--- src/design/sensor_regs_pkg.sv ---
// constants for the sensor window and exposure timing register bank
// assumes byte-wide registers reached over a two-wire serial bus
package sensor_regs_pkg;

	// register byte offsets
	localparam logic [7:0] ADDR_SCAN_ROW_FIRST   = 8'h0B;
	localparam logic [7:0] ADDR_SCAN_ROW_LAST    = 8'h0C;
	localparam logic [7:0] ADDR_HOLE             = 8'h0D;
	localparam logic [7:0] ADDR_VIEW_ROW_FIRST   = 8'h0E;
	localparam logic [7:0] ADDR_VIEW_ROW_LAST    = 8'h0F;
	localparam logic [7:0] ADDR_VIEW_COL_FIRST   = 8'h10;
	localparam logic [7:0] ADDR_VIEW_COL_LAST    = 8'h11;
	localparam logic [7:0] ADDR_WINDOW_LOW_BITS  = 8'h12;
	localparam logic [7:0] ADDR_EXPOSURE_HIGH    = 8'h13;
	localparam logic [7:0] ADDR_EXPOSURE_LOW     = 8'h14;
	localparam logic [7:0] ADDR_LINE_GAP_HIGH    = 8'h15;
	localparam logic [7:0] ADDR_LINE_GAP_LOW     = 8'h16;
	localparam logic [7:0] ADDR_FRAME_GAP_HIGH   = 8'h17;
	localparam logic [7:0] ADDR_FRAME_GAP_LOW    = 8'h18;
	localparam logic [7:0] ADDR_AMPLIFIER_GAIN   = 8'h19;

	// bank index of each register: offset minus the first offset
	localparam int REG_COUNT       = 15;
	localparam int IDX_SCAN_FIRST  = 0;
	localparam int IDX_SCAN_LAST   = 1;
	localparam int IDX_VIEW_RFIRST = 3;
	localparam int IDX_VIEW_RLAST  = 4;
	localparam int IDX_VIEW_CFIRST = 5;
	localparam int IDX_VIEW_CLAST  = 6;
	localparam int IDX_LOW_BITS    = 7;
	localparam int IDX_EXPO_HIGH   = 8;
	localparam int IDX_EXPO_LOW    = 9;
	localparam int IDX_LINE_HIGH   = 10;
	localparam int IDX_LINE_LOW    = 11;
	localparam int IDX_FRAME_HIGH  = 12;
	localparam int IDX_FRAME_LOW   = 13;
	localparam int IDX_GAIN        = 14;

	// values after reset
	localparam logic [7:0] RST_ZERO      = 8'h00;
	localparam logic [7:0] RST_ROW_LAST  = 8'hFB;
	localparam logic [7:0] RST_COL_LAST  = 8'hA5;
	localparam logic [7:0] RST_LOW_BITS  = 8'h32;

	// writable bits; reserved bits are zero here
	localparam logic [7:0] MASK_FULL       = 8'hFF;
	localparam logic [7:0] MASK_NONE       = 8'h00;
	localparam logic [7:0] MASK_LOW_BITS   = 8'h7F;
	localparam logic [7:0] MASK_NIBBLE     = 8'h0F;
	localparam logic [7:0] MASK_LINE_HIGH  = 8'h07;
	localparam logic [7:0] MASK_GAIN       = 8'h3F;

	// field positions in the shared low-bits register
	localparam int BIT_SCAN_INCR       = 6;
	localparam int BIT_VIEW_RFIRST_LSB = 0;
	localparam int BIT_VIEW_RLAST_LSB  = 1;
	localparam int POS_VIEW_CFIRST_LSB = 2;
	localparam int POS_VIEW_CLAST_LSB  = 4;

	// reset and mask tables, index 14 first
	localparam logic [REG_COUNT-1:0][7:0] REG_RESET = {
		RST_ZERO, RST_ZERO, RST_ZERO, RST_ZERO, RST_ZERO, RST_ZERO, RST_ZERO, RST_LOW_BITS,
		RST_COL_LAST, RST_ZERO, RST_ROW_LAST, RST_ZERO, RST_ZERO, RST_ROW_LAST, RST_ZERO};
	localparam logic [REG_COUNT-1:0][7:0] REG_MASK = {
		MASK_GAIN, MASK_FULL, MASK_NIBBLE, MASK_FULL, MASK_LINE_HIGH, MASK_FULL, MASK_NIBBLE,
		MASK_LOW_BITS, MASK_FULL, MASK_FULL, MASK_FULL, MASK_FULL, MASK_NONE, MASK_FULL, MASK_FULL};

	// serial bus framing; device address value is arbitrary
	localparam logic [6:0] DEVICE_ADDR = 7'h2A;
	localparam logic [3:0] BYTE_BITS   = 4'h8;

endpackage

--- src/design/pin_sync.sv ---
// two-flop synchroniser for asynchronous pin levels
// assumes pins idle at the reset value given by the parameter
`timescale 1ns/10ps
`default_nettype none
module pin_sync #(
	parameter int             WIDTH     = 2,
	parameter logic [WIDTH-1:0] IDLE_VAL = '1
) (
	input  wire logic             i_clk,
	input  wire logic             i_reset_n,
	input  wire logic             i_ce,
	input  wire logic [WIDTH-1:0] i_d,
	output var  logic [WIDTH-1:0] o_q
);
	logic [WIDTH-1:0] meta;

	// first stage feeds only the second stage
	always_ff @(posedge i_clk or negedge i_reset_n) begin
		if (!i_reset_n) begin
			meta <= IDLE_VAL;
			o_q  <= IDLE_VAL;
		end else if (i_ce) begin
			meta <= i_d;
			o_q  <= meta;
		end
	end
endmodule
`default_nettype wire

--- src/design/sensor_window_timing_regs.sv ---
// readout window and exposure timing register bank with two-wire serial slave
// assumes scl and sda arrive asynchronously; sda is open drain, driven low only
`timescale 1ns/10ps
`default_nettype none
// Functional notes
// - scan first row used plus one when increment flag set, raw otherwise.
// - scan last row resets FB; plus one when increment flag set.
// - increment flag is low-bits bit 6, reset cleared, cleared means raw rows.
// - view first row is eight-bit part plus low-bits bit 0, reset 0.
// - view last row resets FB, low bit from low-bits bit 1, reset 1.
// - view first column adds two low bits from low-bits bits 3:2, reset 0.
// - view last column resets A5, low bits from bits 5:4, reset 3.
// - low-bits register resets to 32 hex; bit 7 has no function.
// - exposure is 12-bit row lead, four high bits and eight low.
// - line gap is 11 bits, three high bits in low positions.
// - frame gap is 12 bits, high nibble in low nibble of register.
// - gain is six bits, 00 is 0 dB, 3F is 15 dB.
// - all bank registers read and write; reset values as listed.
module sensor_window_timing_regs (
	input  wire logic        i_clk,
	input  wire logic        i_reset_n,
	input  wire logic        i_ce,
	input  wire logic        i_scl,
	input  wire logic        i_sda,
	output var  logic        o_sda_out,
	output var  logic        o_sda_oe_n,
	output var  logic [8:0]  o_scan_first_row,
	output var  logic [8:0]  o_scan_last_row,
	output var  logic [8:0]  o_view_first_row,
	output var  logic [8:0]  o_view_last_row,
	output var  logic [9:0]  o_view_first_col,
	output var  logic [9:0]  o_view_last_col,
	output var  logic [11:0] o_exposure_rows,
	output var  logic [10:0] o_line_gap,
	output var  logic [11:0] o_frame_gap,
	output var  logic [5:0]  o_amplifier_gain_code
);
	typedef enum logic [3:0] {
		st_idle, st_addr, st_addr_ack, st_ptr, st_ptr_ack,
		st_wdata, st_wdata_ack, st_rdata, st_rdata_ack
	} state_t;

	state_t      state;
	logic [1:0]  pins_s;
	logic        scl_s;
	logic        sda_s;
	logic        scl_prev;
	logic        sda_prev;
	logic        scl_rise;
	logic        scl_fall;
	logic        start_seen;
	logic        stop_seen;
	logic [3:0]  cnt;
	logic [7:0]  shift;
	logic [7:0]  ptr;
	logic        rw;
	logic        drive_low;
	logic        read_nack;
	logic        wr_en;
	logic [7:0]  rd_data;
	logic [7:0]  regs [0:sensor_regs_pkg::REG_COUNT-1];
	logic        incr;

	// true where an offset names a register of this bank
	function automatic logic reg_hit(input logic [7:0] a);
		reg_hit = (a >= sensor_regs_pkg::ADDR_SCAN_ROW_FIRST) &&
			(a <= sensor_regs_pkg::ADDR_AMPLIFIER_GAIN) && (a != sensor_regs_pkg::ADDR_HOLE);
	endfunction

	// bank index from a byte offset
	function automatic logic [3:0] reg_idx(input logic [7:0] a);
		logic [7:0] d;
		d = a - sensor_regs_pkg::ADDR_SCAN_ROW_FIRST;
		reg_idx = d[3:0];
	endfunction

	// pins pass two flops before any decode
	pin_sync #(
		.WIDTH    (2),
		.IDLE_VAL (2'h3)
	) u_pin_sync (
		.i_clk     (i_clk),
		.i_reset_n (i_reset_n),
		.i_ce      (i_ce),
		.i_d       ({i_scl, i_sda}),
		.o_q       (pins_s)
	);
	assign scl_s = pins_s[1];
	assign sda_s = pins_s[0];

	// previous synchronised levels for edge detection
	always_ff @(posedge i_clk or negedge i_reset_n) begin
		if (!i_reset_n) begin
			scl_prev <= 1'b1;
			sda_prev <= 1'b1;
		end else if (i_ce) begin
			scl_prev <= scl_s;
			sda_prev <= sda_s;
		end
	end

	// bus conditions; sda moving while scl high frames a transfer
	assign scl_rise   = scl_s && !scl_prev;
	assign scl_fall   = !scl_s && scl_prev;
	assign start_seen = scl_s && scl_prev && sda_prev && !sda_s;
	assign stop_seen  = scl_s && scl_prev && !sda_prev && sda_s;

	// open drain: data is always low, the enable decides
	assign o_sda_out  = 1'b0;
	assign o_sda_oe_n = !drive_low;

	// register write strobe at the end of a data byte
	assign wr_en = i_ce && (state == st_wdata) && scl_fall && (cnt == sensor_regs_pkg::BYTE_BITS) &&
		reg_hit(ptr);

	// read mux; unmapped offsets read zero
	always_comb begin
		rd_data = 8'h00;
		if (reg_hit(ptr)) begin
			rd_data = regs[reg_idx(ptr)];
		end
	end

	// serial protocol engine; start and stop override any state
	always_ff @(posedge i_clk or negedge i_reset_n) begin
		if (!i_reset_n) begin
			state     <= st_idle;
			cnt       <= 4'h0;
			shift     <= 8'h00;
			ptr       <= 8'h00;
			rw        <= 1'b0;
			drive_low <= 1'b0;
			read_nack <= 1'b0;
		end else if (i_ce) begin
			if (start_seen) begin
				state     <= st_addr;
				cnt       <= 4'h0;
				drive_low <= 1'b0;
			end else if (stop_seen) begin
				state     <= st_idle;
				drive_low <= 1'b0;
			end else begin
				unique case (state)
					st_idle: begin
						cnt <= 4'h0;
					end
					st_addr, st_ptr, st_wdata: begin
						if (scl_rise) begin
							shift <= {shift[6:0], sda_s};
							cnt   <= cnt + 4'h1;
						end else if (scl_fall && cnt == sensor_regs_pkg::BYTE_BITS) begin
							drive_low <= 1'b1;
							if (state == st_addr) begin
								// a foreign address drops off the bus silently
								if (shift[7:1] == sensor_regs_pkg::DEVICE_ADDR) begin
									rw    <= shift[0];
									state <= st_addr_ack;
								end else begin
									drive_low <= 1'b0;
									state     <= st_idle;
								end
							end else if (state == st_ptr) begin
								ptr   <= shift;
								state <= st_ptr_ack;
							end else begin
								ptr   <= ptr + 8'h01;
								state <= st_wdata_ack;
							end
						end
					end
					st_addr_ack: begin
						if (scl_fall) begin
							cnt <= 4'h0;
							if (rw) begin
								shift     <= rd_data;
								drive_low <= !rd_data[7];
								state     <= st_rdata;
							end else begin
								drive_low <= 1'b0;
								state     <= st_ptr;
							end
						end
					end
					st_ptr_ack, st_wdata_ack: begin
						if (scl_fall) begin
							cnt       <= 4'h0;
							drive_low <= 1'b0;
							state     <= st_wdata;
						end
					end
					st_rdata: begin
						if (scl_rise) begin
							cnt <= cnt + 4'h1;
						end else if (scl_fall) begin
							if (cnt == sensor_regs_pkg::BYTE_BITS) begin
								drive_low <= 1'b0;
								ptr       <= ptr + 8'h01;
								state     <= st_rdata_ack;
							end else begin
								drive_low <= !shift[6];
								shift     <= {shift[6:0], 1'b0};
							end
						end
					end
					st_rdata_ack: begin
						if (scl_rise) begin
							read_nack <= sda_s;
						end else if (scl_fall) begin
							cnt <= 4'h0;
							// master nack ends the burst
							if (read_nack) begin
								state <= st_idle;
							end else begin
								shift     <= rd_data;
								drive_low <= !rd_data[7];
								state     <= st_rdata;
							end
						end
					end
				endcase
			end
		end
	end

	// register bank; masked write keeps reserved bits at zero
	always_ff @(posedge i_clk or negedge i_reset_n) begin
		if (!i_reset_n) begin
			for (int i = 0; i < sensor_regs_pkg::REG_COUNT; i++) begin
				regs[i] <= sensor_regs_pkg::REG_RESET[i];
			end
		end else if (wr_en) begin
			regs[reg_idx(ptr)] <= shift & sensor_regs_pkg::REG_MASK[reg_idx(ptr)];
		end
	end

	assign incr = regs[sensor_regs_pkg::IDX_LOW_BITS][sensor_regs_pkg::BIT_SCAN_INCR];

	// values for the timing engine, one flop after the bank
	always_ff @(posedge i_clk or negedge i_reset_n) begin
		if (!i_reset_n) begin
			o_scan_first_row      <= 9'h000;
			o_scan_last_row       <= 9'h000;
			o_view_first_row      <= 9'h000;
			o_view_last_row       <= 9'h000;
			o_view_first_col      <= 10'h000;
			o_view_last_col       <= 10'h000;
			o_exposure_rows       <= 12'h000;
			o_line_gap            <= 11'h000;
			o_frame_gap           <= 12'h000;
			o_amplifier_gain_code <= 6'h00;
		end else if (i_ce) begin
			o_scan_first_row <= {1'b0, regs[sensor_regs_pkg::IDX_SCAN_FIRST]} + {8'h00, incr};
			o_scan_last_row  <= {1'b0, regs[sensor_regs_pkg::IDX_SCAN_LAST]} + {8'h00, incr};
			o_view_first_row <= {regs[sensor_regs_pkg::IDX_VIEW_RFIRST],
				regs[sensor_regs_pkg::IDX_LOW_BITS][sensor_regs_pkg::BIT_VIEW_RFIRST_LSB]};
			o_view_last_row  <= {regs[sensor_regs_pkg::IDX_VIEW_RLAST],
				regs[sensor_regs_pkg::IDX_LOW_BITS][sensor_regs_pkg::BIT_VIEW_RLAST_LSB]};
			o_view_first_col <= {regs[sensor_regs_pkg::IDX_VIEW_CFIRST],
				regs[sensor_regs_pkg::IDX_LOW_BITS][sensor_regs_pkg::POS_VIEW_CFIRST_LSB +: 2]};
			o_view_last_col  <= {regs[sensor_regs_pkg::IDX_VIEW_CLAST],
				regs[sensor_regs_pkg::IDX_LOW_BITS][sensor_regs_pkg::POS_VIEW_CLAST_LSB +: 2]};
			o_exposure_rows  <= {regs[sensor_regs_pkg::IDX_EXPO_HIGH][3:0],
				regs[sensor_regs_pkg::IDX_EXPO_LOW]};
			o_line_gap       <= {regs[sensor_regs_pkg::IDX_LINE_HIGH][2:0],
				regs[sensor_regs_pkg::IDX_LINE_LOW]};
			o_frame_gap      <= {regs[sensor_regs_pkg::IDX_FRAME_HIGH][3:0],
				regs[sensor_regs_pkg::IDX_FRAME_LOW]};
			o_amplifier_gain_code <= regs[sensor_regs_pkg::IDX_GAIN][5:0];
		end
	end
endmodule
`default_nettype wire

--- config.mk ---
export PLATFORM = sky130hd
export DESIGN_NAME = sensor_window_timing_regs
export DESIGN_NICKNAME = d
export VERILOG_FILES = /design/src/design/sensor_regs_pkg.sv /design/src/design/pin_sync.sv /design/src/design/sensor_window_timing_regs.sv
export SDC_FILE = /design/constraint.sdc
export NUM_CORES = 1
export LEC_CHECK = 0
export ABC_AREA = 1
export BUFFER_PORTS_ARGS = -buffer_cell sky130_fd_sc_hd__buf_4
export CAP_MARGIN = 20
export CELL_PAD_IN_SITES_DETAIL_PLACEMENT = 1
export CELL_PAD_IN_SITES_GLOBAL_PLACEMENT = 2
export CORE_MARGIN = 1.5
export CORE_UTILIZATION = 35
export DETAILED_ROUTE_END_ITERATION = 8
export PLACE_DENSITY = 0.91
export SETUP_SLACK_MARGIN = 0.1
export SLEW_MARGIN = 25
export SYNTH_ARGS = -nofsm -noshare
export SYNTH_HDL_FRONTEND = slang
export SYNTH_SLANG_ARGS = --single-unit
--- constraint.sdc ---
create_clock -name i_clk -period 7.7 [get_ports i_clk]
set_clock_uncertainty 0.2 [all_clocks]
set_input_delay 0.385 -clock i_clk [delete_from_list [all_inputs] [get_ports i_clk]]
set_output_delay 0.385 -clock i_clk [all_outputs]
set_load 0.01 [all_outputs]
# Yosys cells after proc, flatten, opt, wreduce, memory -nomap -nowiden
# Memory sizes are Yosys's and may differ from the RTL's.
# Cells that the tools add are included.
# Widths: inputs -> output; s select.
[op_classes]
n_addsub = 5
n_mul = 0
div_mod_pow = 0
n_lt_le_gt_ge = 5
n_eq_ne = 37
shift = 0
mux = 65
bitwise = 5
n_reduce_logical = 37
[ops]
columns = ["operator", "n"]
rows = [
  ["$mux 8", 21],
  ["$bwmux 120", 1],
  ["$mux 4", 17],
  ["$ne 4x4->1 const B", 10],
  ["$bmux 8 s4", 1],
  ["$demux 8 s4", 1],
  ["$pmux 8 s4", 1],
  ["$ne 2x2->1 const B", 14],
  ["$reduce_and 11->1", 2],
  ["$pmux 4 s5", 1],
  ["$add 8x1->9", 2],
  ["$eq 4x3->1 const B", 4],
  ["$pmux 4 s4", 1],
  ["$pmux 8 s2", 1],
  ["$logic_and 1x1->1", 15],
  ["$mux 1", 15],
  ["$reduce_and 13->1", 1],
  ["$reduce_and 10->1", 1],
  ["$add 8x1->8 const B", 1],
  ["$and 8x8->8", 1],
  ["$eq 4x2->1 const B", 2],
  ["$eq 4x4->1 const B", 2],
  ["$ge 8x4->1 const B", 1],
  ["$le 8x5->1 const B", 1],
  ["other kinds (26)", 37],
]
[word_totals]
ff_bits = 250
latchBits = 0
ramBits = 0
rom_bits = 128
input_bits = 5
out_inout_bits = 99
elab_cells = 191
memories = 1
[mem_list]
columns = ["memory", "words", "width", "rd", "rd_clocked_by_memory_dff", "write_ports", "line", "rtl"]
rows = [
  ["(no name shown)", 16, 8, 1, 0, 0, "sensor_window_timing_regs.sv:232", "regs[reg_idx(ptr)] <= shift & sensor_regs_pkg::REG_MASK[reg_idx(ptr)];"],
]

# Logic depth before layout (Yosys ltp)
[depth]
depth_word = 13
ltp_mapped = 15
ltp_nobuf = 13

# Hierarchy
# From an unflattened synthesis, not the netlist that was laid out.
[hier_totals]
cells_unflattened = 1543
hier_area_um2 = 12535.8
[by_module_without_submodules]
columns = ["mod", "n_inst", "cells_per_inst", "area_each_um2", "seq_area_each_um2"]
rows = [
  ["sensor_window_timing_regs", 1, 1526, 12381.9, 6184.7],
  ["pin_sync", 1, 17, 153.9, 105.1],
]

# Worst setup path before layout
# Ideal clock, no wire load.
[synth_path]
kind = "register to register"
from = "reg ptr[0]"
to = "reg shift[5]"
setup_time_ns = 0.117
t_arrival_ns = 2.281
t_required_ns = 7.383
slack_ns = 5.102
stages_incl_launch_ff = 16
path_buffers = 3
period_less_slack_ns = 2.598
cell_sequence = "dfrtp_1 > inv_2 > clkbuf_1 > ha_1 > clkbuf_1 > inv_1 > clkbuf_1 > nand3_1 > nand2_1 > nand2_1 > nand2_1 > nand2_1 > nand3_1 > nor2_1 > nor2_1 > nor2_1"
[synth_via]
elab_chain_len = 10
word_cells_on_any_way = 17
classes_between = "1 x add/sub; 2 x order compare; 1 x eq/ne; 10 x mux; 1 x bitwise; 2 x reduce/logical"
[synth_lines]
columns = ["item", "line", "rtl"]
rows = [
  ["start, declared", "sensor_window_timing_regs.sv:55", "logic [7:0] ptr;"],
  ["start signal, assigned", "sensor_window_timing_regs.sv:163", "ptr <= shift;"],
  ["start signal, assigned", "sensor_window_timing_regs.sv:166", "ptr <= ptr + 8'h01;"],
  ["start signal, assigned", "sensor_window_timing_regs.sv:197", "ptr <= ptr + 8'h01;"],
  ["$sub 4x4->4", "sensor_window_timing_regs.sv:73", "d = a - sensor_regs_pkg::ADDR_SCAN_ROW_FIRST;"],
  ["$not 4->5 (implied by the code)", "sensor_window_timing_regs.sv:120", "rd_data = regs[reg_idx(ptr)];"],
  ["$bmux 8 s4", "sensor_window_timing_regs.sv:120", ""],
  ["$mux 8 (implied by the code) (2 in series)", "sensor_window_timing_regs.sv:120", ""],
  ["$mux 8 *", "sensor_window_timing_regs.sv:119", "if (reg_hit(ptr)) begin"],
  ["$mux 8", "sensor_window_timing_regs.sv:211", "if (read_nack) begin"],
  ["$mux 8", "sensor_window_timing_regs.sv:208", "end else if (scl_fall) begin"],
  ["$mux 8", "sensor_window_timing_regs.sv:206", "if (scl_rise) begin"],
  ["$pmux 8 s4 *", "sensor_window_timing_regs.sv:143", "unique case (state)"],
  ["end signal, assigned", "sensor_window_timing_regs.sv:149", "shift <= {shift[6:0], sda_s};"],
  ["end signal, assigned", "sensor_window_timing_regs.sv:201", "shift <= {shift[6:0], 1'b0};"],
  ["end signal, assigned", "sensor_window_timing_regs.sv:214", "shift <= rd_data;"],
  ["end, declared", "sensor_window_timing_regs.sv:54", "logic [7:0] shift;"],
]
# Every way passes the cells marked *; elsewhere a longest branch is shown, timed or not. The select of a mux whose other input is x is not followed.
# A chain may end at the register's enable or synchronous reset.

# Worst setup path in the final report
[layout_path]
from = "reg ptr[0]"
to = "reg drive_low"
[layout_via]
elab_chain_len = 13
word_cells_on_any_way = 20
classes_between = "1 x add/sub; 2 x order compare; 1 x eq/ne; 12 x mux; 1 x bitwise; 3 x reduce/logical"
[layout_lines]
columns = ["item", "line", "rtl"]
rows = [
  ["$sub 4x4->4", "sensor_window_timing_regs.sv:73", ""],
  ["$not 4->5 (implied by the code)", "sensor_window_timing_regs.sv:120", ""],
  ["$bmux 8 s4", "sensor_window_timing_regs.sv:120", ""],
  ["$mux 8 (implied by the code) (2 in series)", "sensor_window_timing_regs.sv:120", ""],
  ["$mux 8 *", "sensor_window_timing_regs.sv:119", ""],
  ["$logic_not 1->1 *", "sensor_window_timing_regs.sv:176, sensor_window_timing_regs.sv:215", ""],
  ["$mux 1", "sensor_window_timing_regs.sv:211", ""],
  ["$mux 1", "sensor_window_timing_regs.sv:208", ""],
  ["$mux 1", "sensor_window_timing_regs.sv:206", ""],
  ["$pmux 1 s5 *", "sensor_window_timing_regs.sv:143", ""],
  ["$mux 1 *", "sensor_window_timing_regs.sv:139", "end else if (stop_seen) begin"],
  ["$mux 1 *", "sensor_window_timing_regs.sv:135", "if (start_seen) begin"],
  ["end signal, assigned", "sensor_window_timing_regs.sv:176", "drive_low <= !rd_data[7];"],
  ["end signal, assigned", "sensor_window_timing_regs.sv:200", "drive_low <= !shift[6];"],
  ["end signal, assigned", "sensor_window_timing_regs.sv:215", "drive_low <= !rd_data[7];"],
  ["end, declared", "sensor_window_timing_regs.sv:57", "logic drive_low;"],
]
# Marked as above.

==> results.cfg <==
[timing]
setup_viol = 0
grt_setup_unrepaired = false
final.min_clock_period_ns = 4.102
finalSetupTns_ns = 0
fin_crit_sh_pct = 53.28
worst_slew_pin_slew_ns = 1.076
slew_viol_final = 0
relSlewSlack_pct = 28.11
hold_viol_final = 0
fmax_mhz = 243.8

[floorplanning]
io-pin-count = 104
fp.dieW_microns = 188.6
start_util_pct = 35.77
core_region_area_sq_um = 33700
die_h_microns = 188.6
die_area_sq_um = 35570
num_rows = 67

[global_routing]
grt_antenna_before_repair = 1
grt_max_degree = 146
grt_pass1_vias = 10721
grt_first_pass_wirelength_mm = 61.77
grt-ovfl-total = 0
grt.total_usage_pct = 22.03

[clock_tree]
cts_buffers = 29
cts_hold_buf = 3
cts.sinks = 250
htreeDepth = 1
clk_latency_ns = 0.56
cts.clk_slew.worst_paths_ns = 0.06
postCtsSetupBuffers = 0
cts_root_buffer = clkbuf_16
clockBufferDepth = 3
cts_resized = 0
cts_tree = yes

[worst_setup_path]
rrSetupSlack_ns = 3.60
reg2reg_depth = 13
start_kind = flip-flop
required_ns = 7.94
r2r-start = ptr[0]
cp.arrival_ns = 4.34
endpoint_kind = flip-flop
reg2reg_to = drive_low
worstSetupPathType = reg2reg
path_max_fanout = 46

[route]
drt_iter0_drc = 799
drc = 0
antenna_left = 0
firstDrtPassIters = 5
wl_per_cell_microns = 18.53
dr_total_vias = 10590
avgViaCountPerCell = 5.067
wl_mm = 38.73

[pwr]
leakagePower_uw = 0.006894
ir_drop_mv = 0.1898
total_power_uw = 4801
p_per_area_nw_per_um2 = 339.4

[logic_synthesis]
yosys_register_bits = 250
avgSynthCellArea_sq_um = 7.758
synth_cell_types = 36
yosysSeqAreaShare_pct = 52.17
synth_area_sq_um = 12060
synth_warnings = 0
syn_nets = 1573
syn_inst = 1554

[flow_run]
max-cap-violations = 0

[finish]
layout.nets = 1639
fin_cells = 2090
drive_gt1_share_pct = 14.37
fin_area_sq_um = 14140
antenna-diode-count = 0
syn_to_final_growth_pct = 17.32
post-route-util_pct = 41.97

[run_status]
run_status = finished clean

[placement]
place_inst = 2034
numPortBuffers = 102
dpl.hpwl_mm = 26.61
finalWeightedCongestion = 0.8848
place_area_sq_um = 13100

[min_path]
hp-class = in2async
## kinds of logic (layout without fill, tap and decap cells)
logic type | count (synthesis) | count (layout) | share of synthesized area (%)
compound gates | 218 | 218 | 9.549
xor+xnor | 6 | 6 | 0.4359
fa+ha+maj | 14 | 14 | 1.453
buf+inv | 176 | 264 | 6.030
flops | 250 | 250 | 52.17
other cells | 1 | 1 | 0.03111
simple gates | 889 | 889 | 30.33
## layout make-up
type / instances / area (sq um)
well taps: 448 / 560.5
repair buffers: 110 / 853.3
inverters: 101 / 381.6
clock inverters: 9 / 176.4
clock buffers: 44 / 842.1
flip-flops and latches: 250 / 6291
multi-input cells: 1128 / 5039
fillers: 4117 / 19560
## cell usage after synthesis
master | instances | area share (%)
nor2_4 | 5 | 0.47
conb_1 | 1 | 0.031
buf_6 | 2 | 0.19
o21ai_0 | 84 | 3.5
buf_1 | 11 | 0.34
nand4_1 | 5 | 0.26
o21a_1 | 1 | 0.062
nand2_2 | 20 | 1.0
nor2_1 | 89 | 2.8
ha_1 | 14 | 1.5
clkbuf_2 | 1 | 0.041
o211ai_1 | 11 | 0.69
nor2_8 | 1 | 0.17
nor2_2 | 4 | 0.21
dfstp_2 | 27 | 5.9
clkbuf_1 | 37 | 1.2
nor4_1 | 2 | 0.10
nand3_1 | 94 | 3.9
dfrtp_1 | 223 | 46
o31ai_1 | 1 | 0.062
buf_2 | 16 | 0.66
nand2_1 | 642 | 20
buf_4 | 8 | 0.50
inv_2 | 12 | 0.37
xor2_1 | 6 | 0.44
a31oi_1 | 1 | 0.052
and3_1 | 2 | 0.10
inv_1 | 89 | 2.8
o21ai_2 | 7 | 0.51
a21oi_1 | 16 | 0.66
o21ai_1 | 97 | 4.0
nand2_4 | 2 | 0.19
nor3_1 | 18 | 0.75
nor3_2 | 1 | 0.083
nand3_2 | 3 | 0.25
or2_2 | 1 | 0.052
## registers in the layout, indices dropped and copies added (netlist names), 6 cells and up
| name | count |
|---|---|
| o_view_first_row | 9 |
| o_frame_gap | 12 |
| o_amplifier_gain_code | 6 |
| o_view_last_col | 10 |
| o_exposure_rows | 12 |
| o_scan_first_row | 9 |
| ptr | 8 |
| o_view_first_col | 10 |
| o_line_gap | 11 |
| shift | 8 |
| o_view_last_row | 9 |
| regs | 119 |
| o_scan_last_row | 9 |
## how the worst max path moves through the flow
stage | start | end | slack, ns
after floorplan | ptr[0] | shift[5] | 5.10
after global placement | ptr[0] | shift[0] | 3.97
after detailed placement | ptr[0] | shift[0] | 3.95
after CTS | ptr[0] | drive_low | 3.92
after global routing | ptr[0] | drive_low | 3.33
final | ptr[0] | drive_low | 3.60
## where the power goes
part | leakage, uW | internal, uW | switching [uW]
Combinational | 0.00305 | 429 | 1400
Sequential | 0.00335 | 1380 | 110
Clock | 0.000494 | 917 | 564
## routing by layer
metal  global-route usage, %  part of all wire [%]
met4                   6.777                   3.1
met5                       0                 0.026
met3                   3.539                   5.1
met2                   33.89                    44
met1                   31.79                    48
## critical path: stages, from the launching register on
cell	delay, ns
dfrtp_2	0.64
buf_4	0.51
inv_2	0.07
ha_1	0.29
buf_4	0.31
clkinv_1	0.89
nand3_1	0.48
nand3_1	0.12
nand3_1	0.17
nand3_1	0.09
nand2_1	0.06
nand2_1	0.04
nand2_1	0.05
nand2_1	0.05
## placed cells by master, fill, tap and decap left out, drive strengths merged
cell / count
nand2: 664
dfrtp: 223
o21ai: 188
buf: 107
inv: 101
nor2: 99
nand3: 97
clkbuf: 44
dfstp: 27
nor3: 19
a21oi: 16
ha: 14
o211ai: 11
xor2: 6
nand4: 5
bufinv: 5
dlygate4sd3: 3
clkinv: 3
and3: 2
nor4: 2
or2: 1
o31ai: 1
a31oi: 1
o21a: 1
conb: 1
clkinvlp: 1
## per-stage QoR
| step | hold slack, ns | setup WS [ns] |
|---|---|---|
| after global placement | 0.2558 | 3.971 |
| final | 0.2287 | 3.598 |
| after detailed placement | 0.2616 | 3.947 |
| after floorplan | -0.1106 | 5.102 |
| after CTS | 0.2244 | 3.918 |
| after global routing | 0.2792 | 3.327 |
(Power assumes the default switching activity.)
